### config.mk
export PLATFORM = sky130hd
export DESIGN_NAME = passive_lcd_panel_timing_gen
export DESIGN_NICKNAME = d
export VERILOG_FILES = /design/src/panel_timing_pkg.sv /design/src/passive_lcd_panel_timing_gen.sv
export VERILOG_INCLUDE_DIRS = /design/src
export SDC_FILE = /design/constraint.sdc
export NUM_CORES = 1
export LEC_CHECK = 0
export ABC_AREA = 0
export BUFFER_PORTS_ARGS = -buffer_cell sky130_fd_sc_hd__clkbuf_2
export CORE_MARGIN = 2
export CORE_UTILIZATION = 35
export DETAILED_ROUTE_END_ITERATION = 8
export PLACE_DENSITY = 0.59
export REMOVE_ABC_BUFFERS = 1
export SLEW_MARGIN = 20
export SYNTH_ARGS = -nofsm -noshare
export SYNTH_HDL_FRONTEND = slang
export SYNTH_SLANG_ARGS = --single-unit
### constraint.sdc
create_clock -name SYS_CLK -period 10.08 [get_ports SYS_CLK]
set_clock_uncertainty 0.15 [all_clocks]
set_input_delay 2.016 -clock SYS_CLK [delete_from_list [all_inputs] [get_ports SYS_CLK]]
set_output_delay 2.016 -clock SYS_CLK [all_outputs]
set_load 0.02 [all_outputs]
### src/panel_timing_defines.svh
// register offsets, field positions, reset values and timing counts of the panel timing generator
// assumes one system clock; timing counts are in pixel clock periods
`ifndef PANEL_TIMING_DEFINES_SVH
`define PANEL_TIMING_DEFINES_SVH
`define REG_CTRL        8'h00
`define REG_HDISP       8'h04
`define REG_HBLANK      8'h08
`define REG_VDISP       8'h0c
`define REG_VBLANK      8'h10
`define REG_STATUS      8'h14
`define CTRL_EN_BIT     0
`define CTRL_MODE_LSB   1
`define STAT_VBLANK_BIT 16
`define STAT_ACB_BIT    17
`define RST_HDISP       7'h27
`define RST_HBLANK      5'h00
`define RST_VDISP       10'h0ef
`define RST_VBLANK      6'h00
`define LP_WIDTH_TS     12'h009
`define SHIFT_DELAY_TS  12'h017
`define DISP_START_TS   (`LP_WIDTH_TS + `SHIFT_DELAY_TS)
`define FP_EDGE_TS      (`LP_WIDTH_TS + `LP_WIDTH_TS)
`define MOD_DELAY_TS    12'h001
`define HBLANK_OFFSET   12'h004
`define COLUMN_TS       12'h008
`endif

### src/panel_timing_pkg.sv
// types shared by the panel timing generator
// assumes the constants header for widths of nothing; types only
package panel_timing_pkg;
   typedef enum logic [1:0] {
      MODE_MONO4    = 2'h0,
      MODE_MONO8    = 2'h1,
      MODE_COLOR4   = 2'h2,
      MODE_COLOR8F1 = 2'h3
   } mode_t;
   typedef enum logic [3:0] {
      H_SYNC   = 4'h1,
      H_PORCH  = 4'h2,
      H_ACTIVE = 4'h4,
      H_BLANK  = 4'h8
   } hphase_t;
   typedef struct packed {
      logic       frame_pulse;
      logic       line_pulse;
      logic       shift;
      logic       shift2;
      logic       ac_bias_toggle;
      logic [7:0] panel_pixel_data;
   } panel_t;
   typedef struct packed {
      logic        en;
      mode_t       mode;
      logic [6:0]  hdisp;
      logic [4:0]  hblank;
      logic [9:0]  vdisp;
      logic [5:0]  vblank;
      logic [7:0]  div;
      logic        half;
      logic [11:0] hc;
      logic [10:0] line;
      panel_t      pnl;
      logic [31:0] prdata;
   } state_t;
endpackage

### src/passive_lcd_panel_timing_gen.sv
// passive lcd panel timing generator with an apb register slave
// assumes pixel data source on SYS_CLK; config is stable while enabled
`timescale 1ns/1ps
`default_nettype none
`include "panel_timing_defines.svh"
module passive_lcd_panel_timing_gen #(
   parameter int unsigned DIV = 2
) (
   // system
   input  wire logic                      SYS_CLK,
   input  wire logic                      RSTN,
   // apb slave
   input  wire logic                      PSEL,
   input  wire logic                      PENABLE,
   input  wire logic                      PWRITE,
   input  wire logic [7:0]                PADDR,
   input  wire logic [31:0]               PWDATA,
   output logic      [31:0]               PRDATA,
   output logic                           PREADY,
   output logic                           PSLVERR,
   // pixel source
   input  wire logic [7:0]                PIX_DATA,
   output logic                           PIX_REQ,
   // panel
   output panel_timing_pkg::panel_t       PANEL
);
   import panel_timing_pkg::*;

   // ****************************************
   // declarations
   // ****************************************
   localparam int TS_CYC = 2 * DIV;

   state_t      s;
   state_t      n;
   hphase_t     ph;
   logic [11:0] hd_ts;
   logic [11:0] ht;
   logic [10:0] vt;
   logic [12:0] p;
   logic [12:0] pend;
   logic        tick;
   logic        first;
   logic        disp;
   logic        sh;
   logic        sh2;
   logic        ld;

   function automatic logic [11:0] hdisp_ts(input logic [6:0] hd);
      hdisp_ts = ({5'h00, hd} + 12'h001) * `COLUMN_TS;
   endfunction

   function automatic logic [11:0] htotal(input logic [6:0] hd, input logic [4:0] hb);
      htotal = hdisp_ts(hd) + ({7'h00, hb} + `HBLANK_OFFSET) * `COLUMN_TS;
   endfunction

   function automatic logic mapped(input logic [7:0] a);
      mapped = (a == `REG_CTRL) || (a == `REG_HDISP) || (a == `REG_HBLANK) ||
               (a == `REG_VDISP) || (a == `REG_VBLANK) || (a == `REG_STATUS);
   endfunction

   // ****************************************
   // next state
   // ****************************************
   always_comb begin
      n     = s;
      hd_ts = hdisp_ts(s.hdisp);
      ht    = htotal(s.hdisp, s.hblank);
      vt    = {1'b0, s.vdisp} + 11'h001 + {5'h00, s.vblank};
      tick  = (s.div == 8'(DIV - 1));
      first = (s.div == 8'h00);
      disp  = (s.line <= {1'b0, s.vdisp});
      p     = {s.hc - `DISP_START_TS, s.half};
      pend  = {hd_ts, 1'b0};
      sh    = 1'b0;
      sh2   = 1'b0;
      ld    = 1'b0;
      // shift window opens 23 Ts after line fall
      if (s.hc < `LP_WIDTH_TS) begin
         ph = H_SYNC;
      end else if (s.hc < `DISP_START_TS) begin
         ph = H_PORCH;
      end else if (s.hc < `DISP_START_TS + hd_ts) begin
         ph = H_ACTIVE;
      end else begin
         ph = H_BLANK;
      end
      unique case (ph)
         H_SYNC, H_PORCH, H_BLANK: begin
            sh = 1'b0;
         end
         H_ACTIVE: begin
            if (disp) begin
               unique case (s.mode)
                  MODE_MONO4: begin
                     sh = ~p[2];
                     ld = first && (p[2:0] == 3'h0);
                  end
                  MODE_MONO8: begin
                     sh = ~p[3];
                     ld = first && (p[3:0] == 4'h0);
                  end
                  MODE_COLOR4: begin
                     sh = ~p[0];
                     ld = first && !p[0];
                  end
                  MODE_COLOR8F1: begin
                     // second clock dropped in the last 2 Ts
                     sh  = ~p[2];
                     sh2 = p[2] && (p < pend - 13'h0004);
                     ld  = first && (p[1:0] == 2'h2) && (p < pend - 13'h0004);
                  end
               endcase
            end
         end
      endcase

      if (!s.en) begin
         n.div  = 8'h00;
         n.half = 1'b0;
         n.hc   = 12'h000;
         n.line = 11'h000;
         n.pnl  = '0;
      end else begin
         n.div = tick ? 8'h00 : s.div + 8'h01;
         if (tick) begin
            n.half = ~s.half;
            if (s.half) begin
               if (s.hc >= ht - 12'h001) begin
                  n.hc   = 12'h000;
                  n.line = (s.line >= vt - 11'h001) ? 11'h000 : s.line + 11'h001;
               end else begin
                  n.hc = s.hc + 12'h001;
               end
            end
         end
         n.pnl.line_pulse = (ph == H_SYNC);
         n.pnl.shift      = sh;
         n.pnl.shift2     = sh2;
         // frame pulse edges 9 Ts after line fall
         if (first && !s.half && (s.hc == `FP_EDGE_TS)) begin
            n.pnl.frame_pulse = (s.line == vt - 11'h001);
         end
         // ac bias toggles once per frame
         if (first && !s.half && (s.hc == `MOD_DELAY_TS) && (s.line == 11'h000)) begin
            n.pnl.ac_bias_toggle = ~s.pnl.ac_bias_toggle;
         end
         // data changes at a shift rise, or in MODE_COLOR8F1 midway through a shift or shift2 high phase
         if (ld) begin
            if ((s.mode == MODE_MONO8) || (s.mode == MODE_COLOR8F1)) begin
               n.pnl.panel_pixel_data = PIX_DATA;
            end else begin
               n.pnl.panel_pixel_data = {PIX_DATA[7:4], 4'h0};
            end
         end
      end

      // read data is captured in the setup phase, so access needs no wait
      if (PSEL && !PENABLE) begin
         case (PADDR)
            `REG_CTRL:   n.prdata = {29'h0, s.mode, s.en};
            `REG_HDISP:  n.prdata = {25'h0, s.hdisp};
            `REG_HBLANK: n.prdata = {27'h0, s.hblank};
            `REG_VDISP:  n.prdata = {22'h0, s.vdisp};
            `REG_VBLANK: n.prdata = {26'h0, s.vblank};
            `REG_STATUS: n.prdata = {14'h0, s.pnl.ac_bias_toggle, !disp, 5'h00, s.line};
            default:     n.prdata = 32'h0;
         endcase
      end
      if (PSEL && PENABLE && PWRITE) begin
         case (PADDR)
            `REG_CTRL: begin
               n.en   = PWDATA[`CTRL_EN_BIT];
               n.mode = mode_t'(PWDATA[`CTRL_MODE_LSB +: 2]);
            end
            `REG_HDISP:  n.hdisp  = PWDATA[6:0];
            `REG_HBLANK: n.hblank = PWDATA[4:0];
            `REG_VDISP:  n.vdisp  = PWDATA[9:0];
            `REG_VBLANK: n.vblank = PWDATA[5:0];
            default:     n.en     = s.en;
         endcase
      end
   end

   always_ff @(posedge SYS_CLK or negedge RSTN) begin
      if (!RSTN) begin
         s <= '{en: 1'b0, mode: MODE_MONO4, hdisp: `RST_HDISP, hblank: `RST_HBLANK,
                vdisp: `RST_VDISP, vblank: `RST_VBLANK, default: '0};
      end else begin
         s <= n;
      end
   end

   assign PRDATA  = s.prdata;
   assign PREADY  = 1'b1;
   assign PSLVERR = PSEL && PENABLE && !mapped(PADDR);
   assign PIX_REQ = ld;
   assign PANEL   = s.pnl;

   // ****************************************
   // assertions
   // ****************************************
   logic [15:0] lp_hi;
   logic [15:0] lp_lo;
   logic [15:0] sh_hi;
   logic [31:0] per;
   logic        per_ok;

   function automatic logic [15:0] half_cyc(input mode_t m);
      unique case (m)
         MODE_MONO4:    half_cyc = 16'(2 * TS_CYC);
         MODE_MONO8:    half_cyc = 16'(4 * TS_CYC);
         MODE_COLOR4:   half_cyc = 16'(DIV);
         MODE_COLOR8F1: half_cyc = 16'(2 * TS_CYC);
      endcase
   endfunction

   always_ff @(posedge SYS_CLK or negedge RSTN) begin
      if (!RSTN) begin
         lp_hi  <= 16'h0000;
         lp_lo  <= 16'h0000;
         sh_hi  <= 16'h0000;
         per    <= 32'h0;
         per_ok <= 1'b0;
      end else begin
         lp_hi  <= PANEL.line_pulse ? lp_hi + 16'h0001 : 16'h0000;
         lp_lo  <= PANEL.line_pulse ? 16'h0000 : lp_lo + 16'h0001;
         sh_hi  <= PANEL.shift ? sh_hi + 16'h0001 : 16'h0000;
         per    <= (PANEL.line_pulse && lp_hi == 16'h0000) ? 32'h1 : per + 32'h1;
         per_ok <= s.en && (per_ok || (PANEL.line_pulse && lp_hi == 16'h0000));
      end
   end
endmodule
`default_nettype wire

==> results of run 1 <==
[logic make-up after synthesis]
group | Yosys count | synth area share, %
DFF | 89 | 32.1
AOI/OAI and AO/OA | 123 | 12.5
and+or+nand+nor | 232 | 17.2
other | 2 | 0.107
xor gates and xnor gates | 49 | 6.14
muxes | 44 | 7.37
adders and majority gates | 87 | 15.8
buffers and inverters | 112 | 8.81
[state kept, by name, indices dropped and copies added (netlist names)]
name	cells
s	62
PANEL	13
PRDATA	13
p	1
[power by group through the flow]
stage,registers (uW),clock network [uW],logic [uW]
after floorplan,370,0,44.8
after global placement,370,0,74.3
after detailed placement,370,0,74.9
after CTS,364,375,75.4
after global routing,364,389,84.0
final,364,365,74.2
[synthesized netlist by cell type, types with 3 or more instances]
cell	instances	share of area (%)
mux2_2	19	3.1
a22o_1	8	1.0
a221o_1	3	0.43
nand3_1	29	2.1
o21ai_0	37	2.6
nor2b_1	11	0.98
a222oi_1	3	0.43
nor2_1	43	2.3
nand2_1	60	3.2
nand4_1	10	0.89
buf_4	48	5.2
buf_2	6	0.43
dfstp_2	11	4.1
o211ai_1	3	0.32
xnor2_1	25	3.1
a21o_1	7	0.75
dfrtp_1	78	28
mux2_4	10	2.1
xor2_1	24	3.0
or2_2	3	0.27
o31ai_1	4	0.43
a22oi_1	3	0.32
inv_1	47	2.5
nand2b_1	13	1.2
and3_1	14	1.3
ha_1	85	15
a211oi_1	5	0.54
o21a_1	4	0.43
nor4_1	6	0.54
clkbuf_1	9	0.48
mux2i_1	14	2.0
a21oi_1	19	1.4
a221oi_1	3	0.38
nor3_1	23	1.6
[critical path: cells and delay by family (launching register included)]
kind            cells  cell delay (ps)
simple gates        7             1140
buf+inv             3              620
flops               1              630
fa+ha+maj           2              480
xor+xnor            2              670
compound gates      2              320
[stage by stage]
stage               total power [uW]  setup WS [ps]  hold slack [ps]  util [%]  std cells
floorplan                        415           3420              339         -        691
global placement                 445           4100              318      37.2       1017
detailed placement               445           4060              324      37.2       1017
CTS                              814           3690              339      38.9       1033
global route                     837           3370              368      38.9       1033
finish                           803           3700              332      38.9       1033
[layout make-up]
type / instances / area (um^2)
clock inverter: 7 / 93.8
clock buffer: 9 / 225
multi-input combinational: 555 / 4210
fill: 1942 / 11900
tap: 265 / 332
sequential: 89 / 2240
timing repair buffer: 61 / 315
inverter: 47 / 176
[path summary, 6_finish.rpt]
kind                       startpoint   endpoint  cells after the start
setup / recovery                s[98]    PIX_REQ                     16
hold / removal              PRDATA[1]  PRDATA[1]                      2
setup reg to reg                s[98]      s[59]                     17
hold reg to reg             PRDATA[1]  PRDATA[1]                      2
max in group asynchronous        RSTN      s[87]                      2
min in group asynchronous        RSTN      s[66]                      1
[metal layers]
layer	vias up	wire length [um]	global-route usage, %
li1	2603	-	-
met1	2496	7840	21.7
met2	119	6810	22.5
met3	10	710	2.48
met4	0	247	4.71
met5	-	0	0
==> results.yml, run 1 <==
pwr:
  leakage_uw: 0.00357
  p_clk_share_pct: 45.5
  switching_share_pct: 24.6
  seqPwrFrac_pct: 45.3
  p_comb_share_pct: 9.2
  p_int_uw: 605
  power.density_nw_per_um2: 106
  irDropWorstVdd_mv: 0.0646
  power.switching_uw: 198
clock_tree:
  clk_latency_ps: 350
  clock_sinks: 89
  post-cts-setup-buffer-count: 0
  cts.clk_slew.worst_paths_ps: 60
  post_cts_resized: 0
  cts-root-buf: "clkbuf_16"
  ctsHoldBuffers: 0
  clockBufferDepth: 2
  cts_tree: "built"
  numCtsBuffers: 9
  cts_max_level: 3
timing:
  setup_viol: 0
  hold_viol: 0
  clock.fmax_mhz: 157
  period_minus_slack_ps: 6380
  worstMarginPinSlew_ps: 914
  post-route-period-util_pct: 63.3
  relSlewSlack_pct: 39.1
  rsz0062_at_grt: "false"
  tns_ps: 0
  slew_violations: 0
logic_synthesis:
  mappedNetlistArea_um2: 6990
  synth_edf_count: 0
  synth_flop_cell: "dfrtp_1"
  postSynthCellCount: 738
  synth-async-reset-ratio_pct: 100
  synth.avg_cell_area_um2: 9.47
  yosysUniqueCellTypes: 75
  synth-seq-cells: 89
  ys_warn_count: 0
  seq_area_frac_synth_pct: 32.1
placement:
  placed_cell_area_um2: 7270
  io_buffers: 58
  dp_hpwl_mm: 12.1
  gp_congestion: 0.835
critical_path:
  max_stage_delay_ps: 630
  end_kind: "output pin"
  required_ps: 7910
  regToRegSetupSlack_ps: 5200
  crit_path_max_fanout: 9
  path_class: "reg -> out"
  crit_slowest_cell: "dfstp_2"
  crit_chain: "ha_1 -> nand3_1 -> or2_2 -> xnor2_1 -> inv_1 -> nand2_1 -> nor2_1 -> xnor2_1 -> ha_1 -> o21ai_0 -> nor2_1 -> nor3b_1 -> a311oi_1 -> nor4_2 -> buf_4 -> clkbuf_2"
  critPathLaunchType: "register"
  worstPathArrival_ps: 4210
global_routing:
  grt_first_pass_wirelength_mm: 25.7
  grtUsageTotal_pct: 14.9
  grt_remaining_overflow: 0
  antenna_found_initial: 0
  grt_max_degree: 72
  grt_pass1_vias: 4923
floorplan:
  num_rows: 51
  fp.dieW_um: 145
  dieArea_um2: 21100
  core_um2: 19500
  floorplan.initialDensity_pct: 35.8
  die_h_um: 145
  ios: 101
status:
  status: "completed"
worst_hold_path:
  hold_class: "reg -> reg"
cells_and_area:
  mostFrequentLayoutCell: "ha_1"
  area_growth_pct: 8.59
  n_antenna_cell: 0
  final_cell_mix: "ha_1 (85), dfrtp_1 (78), nand2_1 (60)"
  layout-drive-gt1-share_pct: 17.2
  final_design_area_no_fill_um2: 7590
  fin_nets: 903
routing:
  wl_per_cell_um: 15.1
  ant_nets: 0
  drt-initial-drc-count: 333
  wl_mm: 15.6
  post-route-drc-count: 0
  vias: 5228
  first_pass_iters: 4
  viasPerCell: 5.06
flow_run:
  drv_cap: 0
(Power assumes the default switching activity.)
==> run 2, diff against run 1 <==
--- a/config.mk
+++ b/config.mk
@@ -11,7 +11,7 @@
 export CORE_MARGIN = 2
 export CORE_UTILIZATION = 35
 export DETAILED_ROUTE_END_ITERATION = 8
-export PLACE_DENSITY = 0.59
+export PLACE_DENSITY = 0.61
 export REMOVE_ABC_BUFFERS = 1
 export SLEW_MARGIN = 20
 export SYNTH_ARGS = -nofsm -noshare
==> constraint.sdc (replaced) <==
create_clock -name SYS_CLK -period 5.86 [get_ports SYS_CLK]
set_clock_uncertainty 0.15 [all_clocks]
set_input_delay 1.172 -clock SYS_CLK [delete_from_list [all_inputs] [get_ports SYS_CLK]]
set_output_delay 1.172 -clock SYS_CLK [all_outputs]
set_load 0.02 [all_outputs]
==> results.yml, run 2 (synthesized netlist as in run 1, its figures left out) <==
global_routing:
  use_met2_pct: 23.8
  antenna_found_initial: 0
  use_met1_pct: 22.2
  grt_max_degree: 50
  grt_remaining_overflow: 0
  grt_pass1_vias: 5061
  gr-max-usage-layer: "met2"
  use_met3_pct: 3.11
  grt_first_pass_wirelength_mm: 26.7
  grtUsageTotal_pct: 15.5
clock_tree:
  cts-root-buf: "clkbuf_16"
  post-cts-setup-buffer-count: 0
  clock_sinks: 89
  clk_latency_ps: 350
  cts_tree: "built"
  numCtsBuffers: 9
  clockBufferDepth: 2
  cts_max_level: 3
  post_cts_resized: 0
  cts.clk_slew.worst_paths_ps: 70
  ctsHoldBuffers: 0
placement:
  gp_congestion: 0.809
  post-place-ws_ps: 850
  io_buffers: 58
  dp_hpwl_mm: 12.2
timing:
  tns_ps: 0
  setup_viol: 0
  period_minus_slack_ps: 5390
  rsz0062_at_grt: "false"
  post-route-period-util_pct: 92.0
  hold_viol: 0
  slew_violations: 0
  relSlewSlack_pct: 38.8
  clock.fmax_mhz: 186
  setup_ws_ps: 469
  worstMarginPinSlew_ps: 917
floorplan:
  num_rows: 51
  floorplan.initialDensity_pct: 35.8
  die_h_um: 145
  fp.dieW_um: 145
  ios: 101
  dieArea_um2: 21100
  core_um2: 19500
routing:
  post-route-drc-count: 0
  vias: 5286
  wl_mm: 15.9
  ant_nets: 0
  viasPerCell: 5.11
  drt-initial-drc-count: 349
  first_pass_iters: 5
  wl_per_cell_um: 15.4
pwr:
  irDropWorstVdd_mv: 0.152
  power.total_uw: 1400
  leakage_uw: 0.00357
  power.density_nw_per_um2: 185
critical_path:
  crit_path_max_fanout: 9
  worstPathArrival_ps: 4070
  path_class: "reg -> out"
  crit_start: "s[98]"
  rr_startpoint: "s[98]"
  reg2regPathDepth: 17
  regToRegSetupSlack_ps: 1000
  required_ps: 4540
  end_kind: "output pin"
  reg2reg_to: "s[59]"
  critPathLaunchType: "register"
cells_and_area:
  regMostFlops: "s"
  final_cell_mix: "ha_1 (85), dfrtp_1 (78), nand2_1 (60)"
  mostFrequentLayoutCell: "ha_1"
  final_core_util_pct: 38.9
  n_antenna_cell: 0
  layout-drive-gt1-share_pct: 17.2
  area_growth_pct: 8.79
  fillers: 1982
  fin_nets: 904
  largest_reg_flops: 62
worst_hold_path:
  worst_hold_startpoint: "PRDATA[10]"
  min_path_cells: 2
  worstHoldEndpoint: "PRDATA[10]"
  hold_class: "reg -> reg"
status:
  status: "completed"
flow_run:
  drv_cap: 0
==> run 2: cell types whose count changed in the layout (fill, tap and decap cells not counted) <==
cell / delta
buf_4: +1
clkbuf_1: +1
inv_6: +2
clkinv_2: -3
==> run 2: area by class of cell <==
class	instances	area (um^2)	share of cell area, %
multi-input combinational	555	4210	55.3
sequential	89	2240	29.5
tap	265	332	4.36
timing repair buffer	62	323	4.24
clock buffer	10	229	3.01
inverter	47	176	2.32
clock inverter	6	96.3	1.27
==> run 2: metal layers <==
metal,vias to the layer above,routed length (um)
li1,2606,-
met1,2552,8030
met2,108,6950
met3,20,674
met4,0,289
met5,-,0
==> run 2: report_power, final <==
part	internal [uW]	switching [uW]	total [uW]
combinational	46.7	80.2	127
sequential	620	6.02	626
clock	380	270	651
==> run 2: critical path, cell delays in order, from the launching register on <==
cell and delay [ps]:
dfstp_2 640, ha_1 210, nand3_1 100, or2_2 320, xnor2_1 490, inv_1 160, nand2_1 110, nor2_1 50
xnor2_1 200, ha_1 280, o21ai_0 150, nor2_1 60, nor3b_1 260, a311oi_1 150, nor4_2 300, clkbuf_2 240
==> run 2: per-stage QoR <==
stage	hold WS, ps	cell area (um^2)	cells
2_1_floorplan	339	6620	691
3_3_place_gp	315	7280	1018
3_5_place_dp	330	7280	1018
4_1_cts	347	7600	1034
5_1_grt	359	7600	1034
6_report	343	7600	1034
==> run 2: how the worst max path moves through the flow <==
stage                     depth (start not counted)  slack, ps  endpoint
after floorplan                                  11         40   PIX_REQ
after global placement                           15        920   PIX_REQ
after detailed placement                         15        850   PIX_REQ
after CTS                                        15        460   PIX_REQ
after global routing                             15        140   PIX_REQ
final                                            15        470   PIX_REQ
==> run 3, diff against run 2 <==
--- a/config.mk
+++ b/config.mk
@@ -8,9 +8,9 @@
 export LEC_CHECK = 0
 export ABC_AREA = 0
 export BUFFER_PORTS_ARGS = -buffer_cell sky130_fd_sc_hd__clkbuf_2
-export CORE_MARGIN = 2
 export CORE_UTILIZATION = 35
 export DETAILED_ROUTE_END_ITERATION = 8
+export GPL_TIMING_DRIVEN = 0
 export PLACE_DENSITY = 0.61
 export REMOVE_ABC_BUFFERS = 1
 export SLEW_MARGIN = 20
==> results.yml, run 3 (synthesized netlist as in run 1, its figures left out) <==
clock_tree:
  clk_latency_ps: 360
  cts.clk_slew.worst_paths_ps: 70
  numCtsBuffers: 9
  clockBufferDepth: 2
  clock_sinks: 89
  cts_max_level: 3
  cts_tree: "built"
  cts-root-buf: "clkbuf_16"
floorplan:
  dieArea_um2: 20500
  num_rows: 51
  core_um2: 19500
  floorplan.initialDensity_pct: 35.8
  ios: 101
  die_h_um: 143
  fp.dieW_um: 143
critical_path:
  critPathLaunchType: "register"
  path_class: "reg -> out"
  end_kind: "output pin"
  required_ps: 4540
  crit_path_max_fanout: 9
  worstPathArrival_ps: 4240
global_routing:
  grt_pass1_vias: 4833
  grt_first_pass_wirelength_mm: 25.2
  antenna_found_initial: 0
  use_met2_pct: 23.2
  grt_remaining_overflow: 0
  grt_max_degree: 90
  use_met1_pct: 23.4
  gr-max-usage-layer: "met1"
  grtUsageTotal_pct: 15.8
  use_met3_pct: 2.50
cells_and_area:
  layout-drive-gt1-share_pct: 17.2
  regMostFlops: "s"
  fin_nets: 903
  area_growth_pct: 8.41
  final_cell_mix: "ha_1 (85), dfrtp_1 (78), nand2_1 (60)"
  final_core_util_pct: 38.8
  final_design_area_no_fill_um2: 7580
  fillers: 1982
  mostFrequentLayoutCell: "ha_1"
  largest_reg_flops: 62
  n_antenna_cell: 0
routing:
  first_pass_iters: 5
  wl_mm: 15.6
  wl_per_cell_um: 15.1
  vias: 5192
  drt-initial-drc-count: 288
  viasPerCell: 5.03
  ant_nets: 0
  post-route-drc-count: 0
pwr:
  leakage_uw: 0.00356
  power.density_nw_per_um2: 174
  irDropWorstVdd_mv: 0.107
  power.total_uw: 1320
timing:
  period_minus_slack_ps: 5560
  setup_viol: 0
  post-route-period-util_pct: 94.9
  worstMarginPinSlew_ps: 923
  slew_violations: 0
  clock.fmax_mhz: 180
  rsz0062_at_grt: "false"
  relSlewSlack_pct: 38.5
  hold_viol: 0
placement:
  placed_cell_area_um2: 7260
  io_buffers: 58
  gp_congestion: 0.801
  dp_hpwl_mm: 11.8
flow_run:
  drv_cap: 0
status:
  status: "completed"
worst_hold_path:
  hold_class: "reg -> reg"
-- run 3: where the power goes --
| part | switching, uW | internal [uW] | total (uW) |
|---|---|---|---|
| registers | 6.97 | 620 | 627 |
| logic | 80.1 | 46.5 | 127 |
| clock network | 261 | 301 | 562 |
-- run 3: repair_timing --
action | CTS | global route
endpoints found under the setup margin | 0 | 1
gates resized for setup | 0 | 3
setup buffers | 0 | 2
hold buffers | 0 | 0
-- run 3: worst paths after layout --
check                           slack (ps)         end  depth (start not counted)  startpoint
worst min-delay path                   330  PRDATA[16]                          2  PRDATA[16]
worst max-delay path                   300     PIX_REQ                         13       s[98]
min in group asynchronous              710   PRDATA[8]                          1        RSTN
worst max register to register        1040       s[59]                         16       s[98]
max in group asynchronous             4310      s[104]                          1        RSTN
worst min register to register         330  PRDATA[16]                          2  PRDATA[16]
-- run 3: final cells by class --
class                      count  area, um^2  share of cell area [%]
clock inverter                 4        30.0                   0.396
sequential                    89        2240                    29.6
timing repair buffer          61         322                    4.24
inverter                      47         176                    2.33
multi-input combinational    555        4230                    55.8
tap                          265         332                    4.38
clock buffer                  12         246                    3.25
-- run 3: per-layer routing --
| layer | vias up | part of all wire (%) |
|---|---|---|
| li1 | 2610 | - |
| met4 | 0 | 1.6 |
| met1 | 2462 | 53 |
| met2 | 104 | 42 |
| met3 | 16 | 3.8 |
| met5 | - | 0 |
-- run 3: worst max-delay path, cell delays in order (launching register included) --
cell	delay, ps
dfstp_2	650
ha_1	250
nand3_1	110
xor2_1	450
nor3_1	150
nor2b_1	210
xnor2_1	170
ha_1	310
a21o_1	160
a21o_1	170
a2111o_1	500
nor4_4	360
buf_4	220
clkbuf_2	180
-- run 3: per-stage QoR --
| stage | worst slack, ps | hold slack (ps) | TNS (ps) | instances |
|---|---|---|---|---|
| after CTS | 3.18 | 339 | 0 | 1031 |
| after global routing | 0.538 | 352 | 0 | 1033 |
| final | 297 | 332 | 0 | 1033 |
| after detailed placement | 384 | 323 | 0 | 1015 |
| after floorplan | 44.8 | 339 | 0 | 691 |
| after global placement | -662 | 315 | -662 | 1014 |
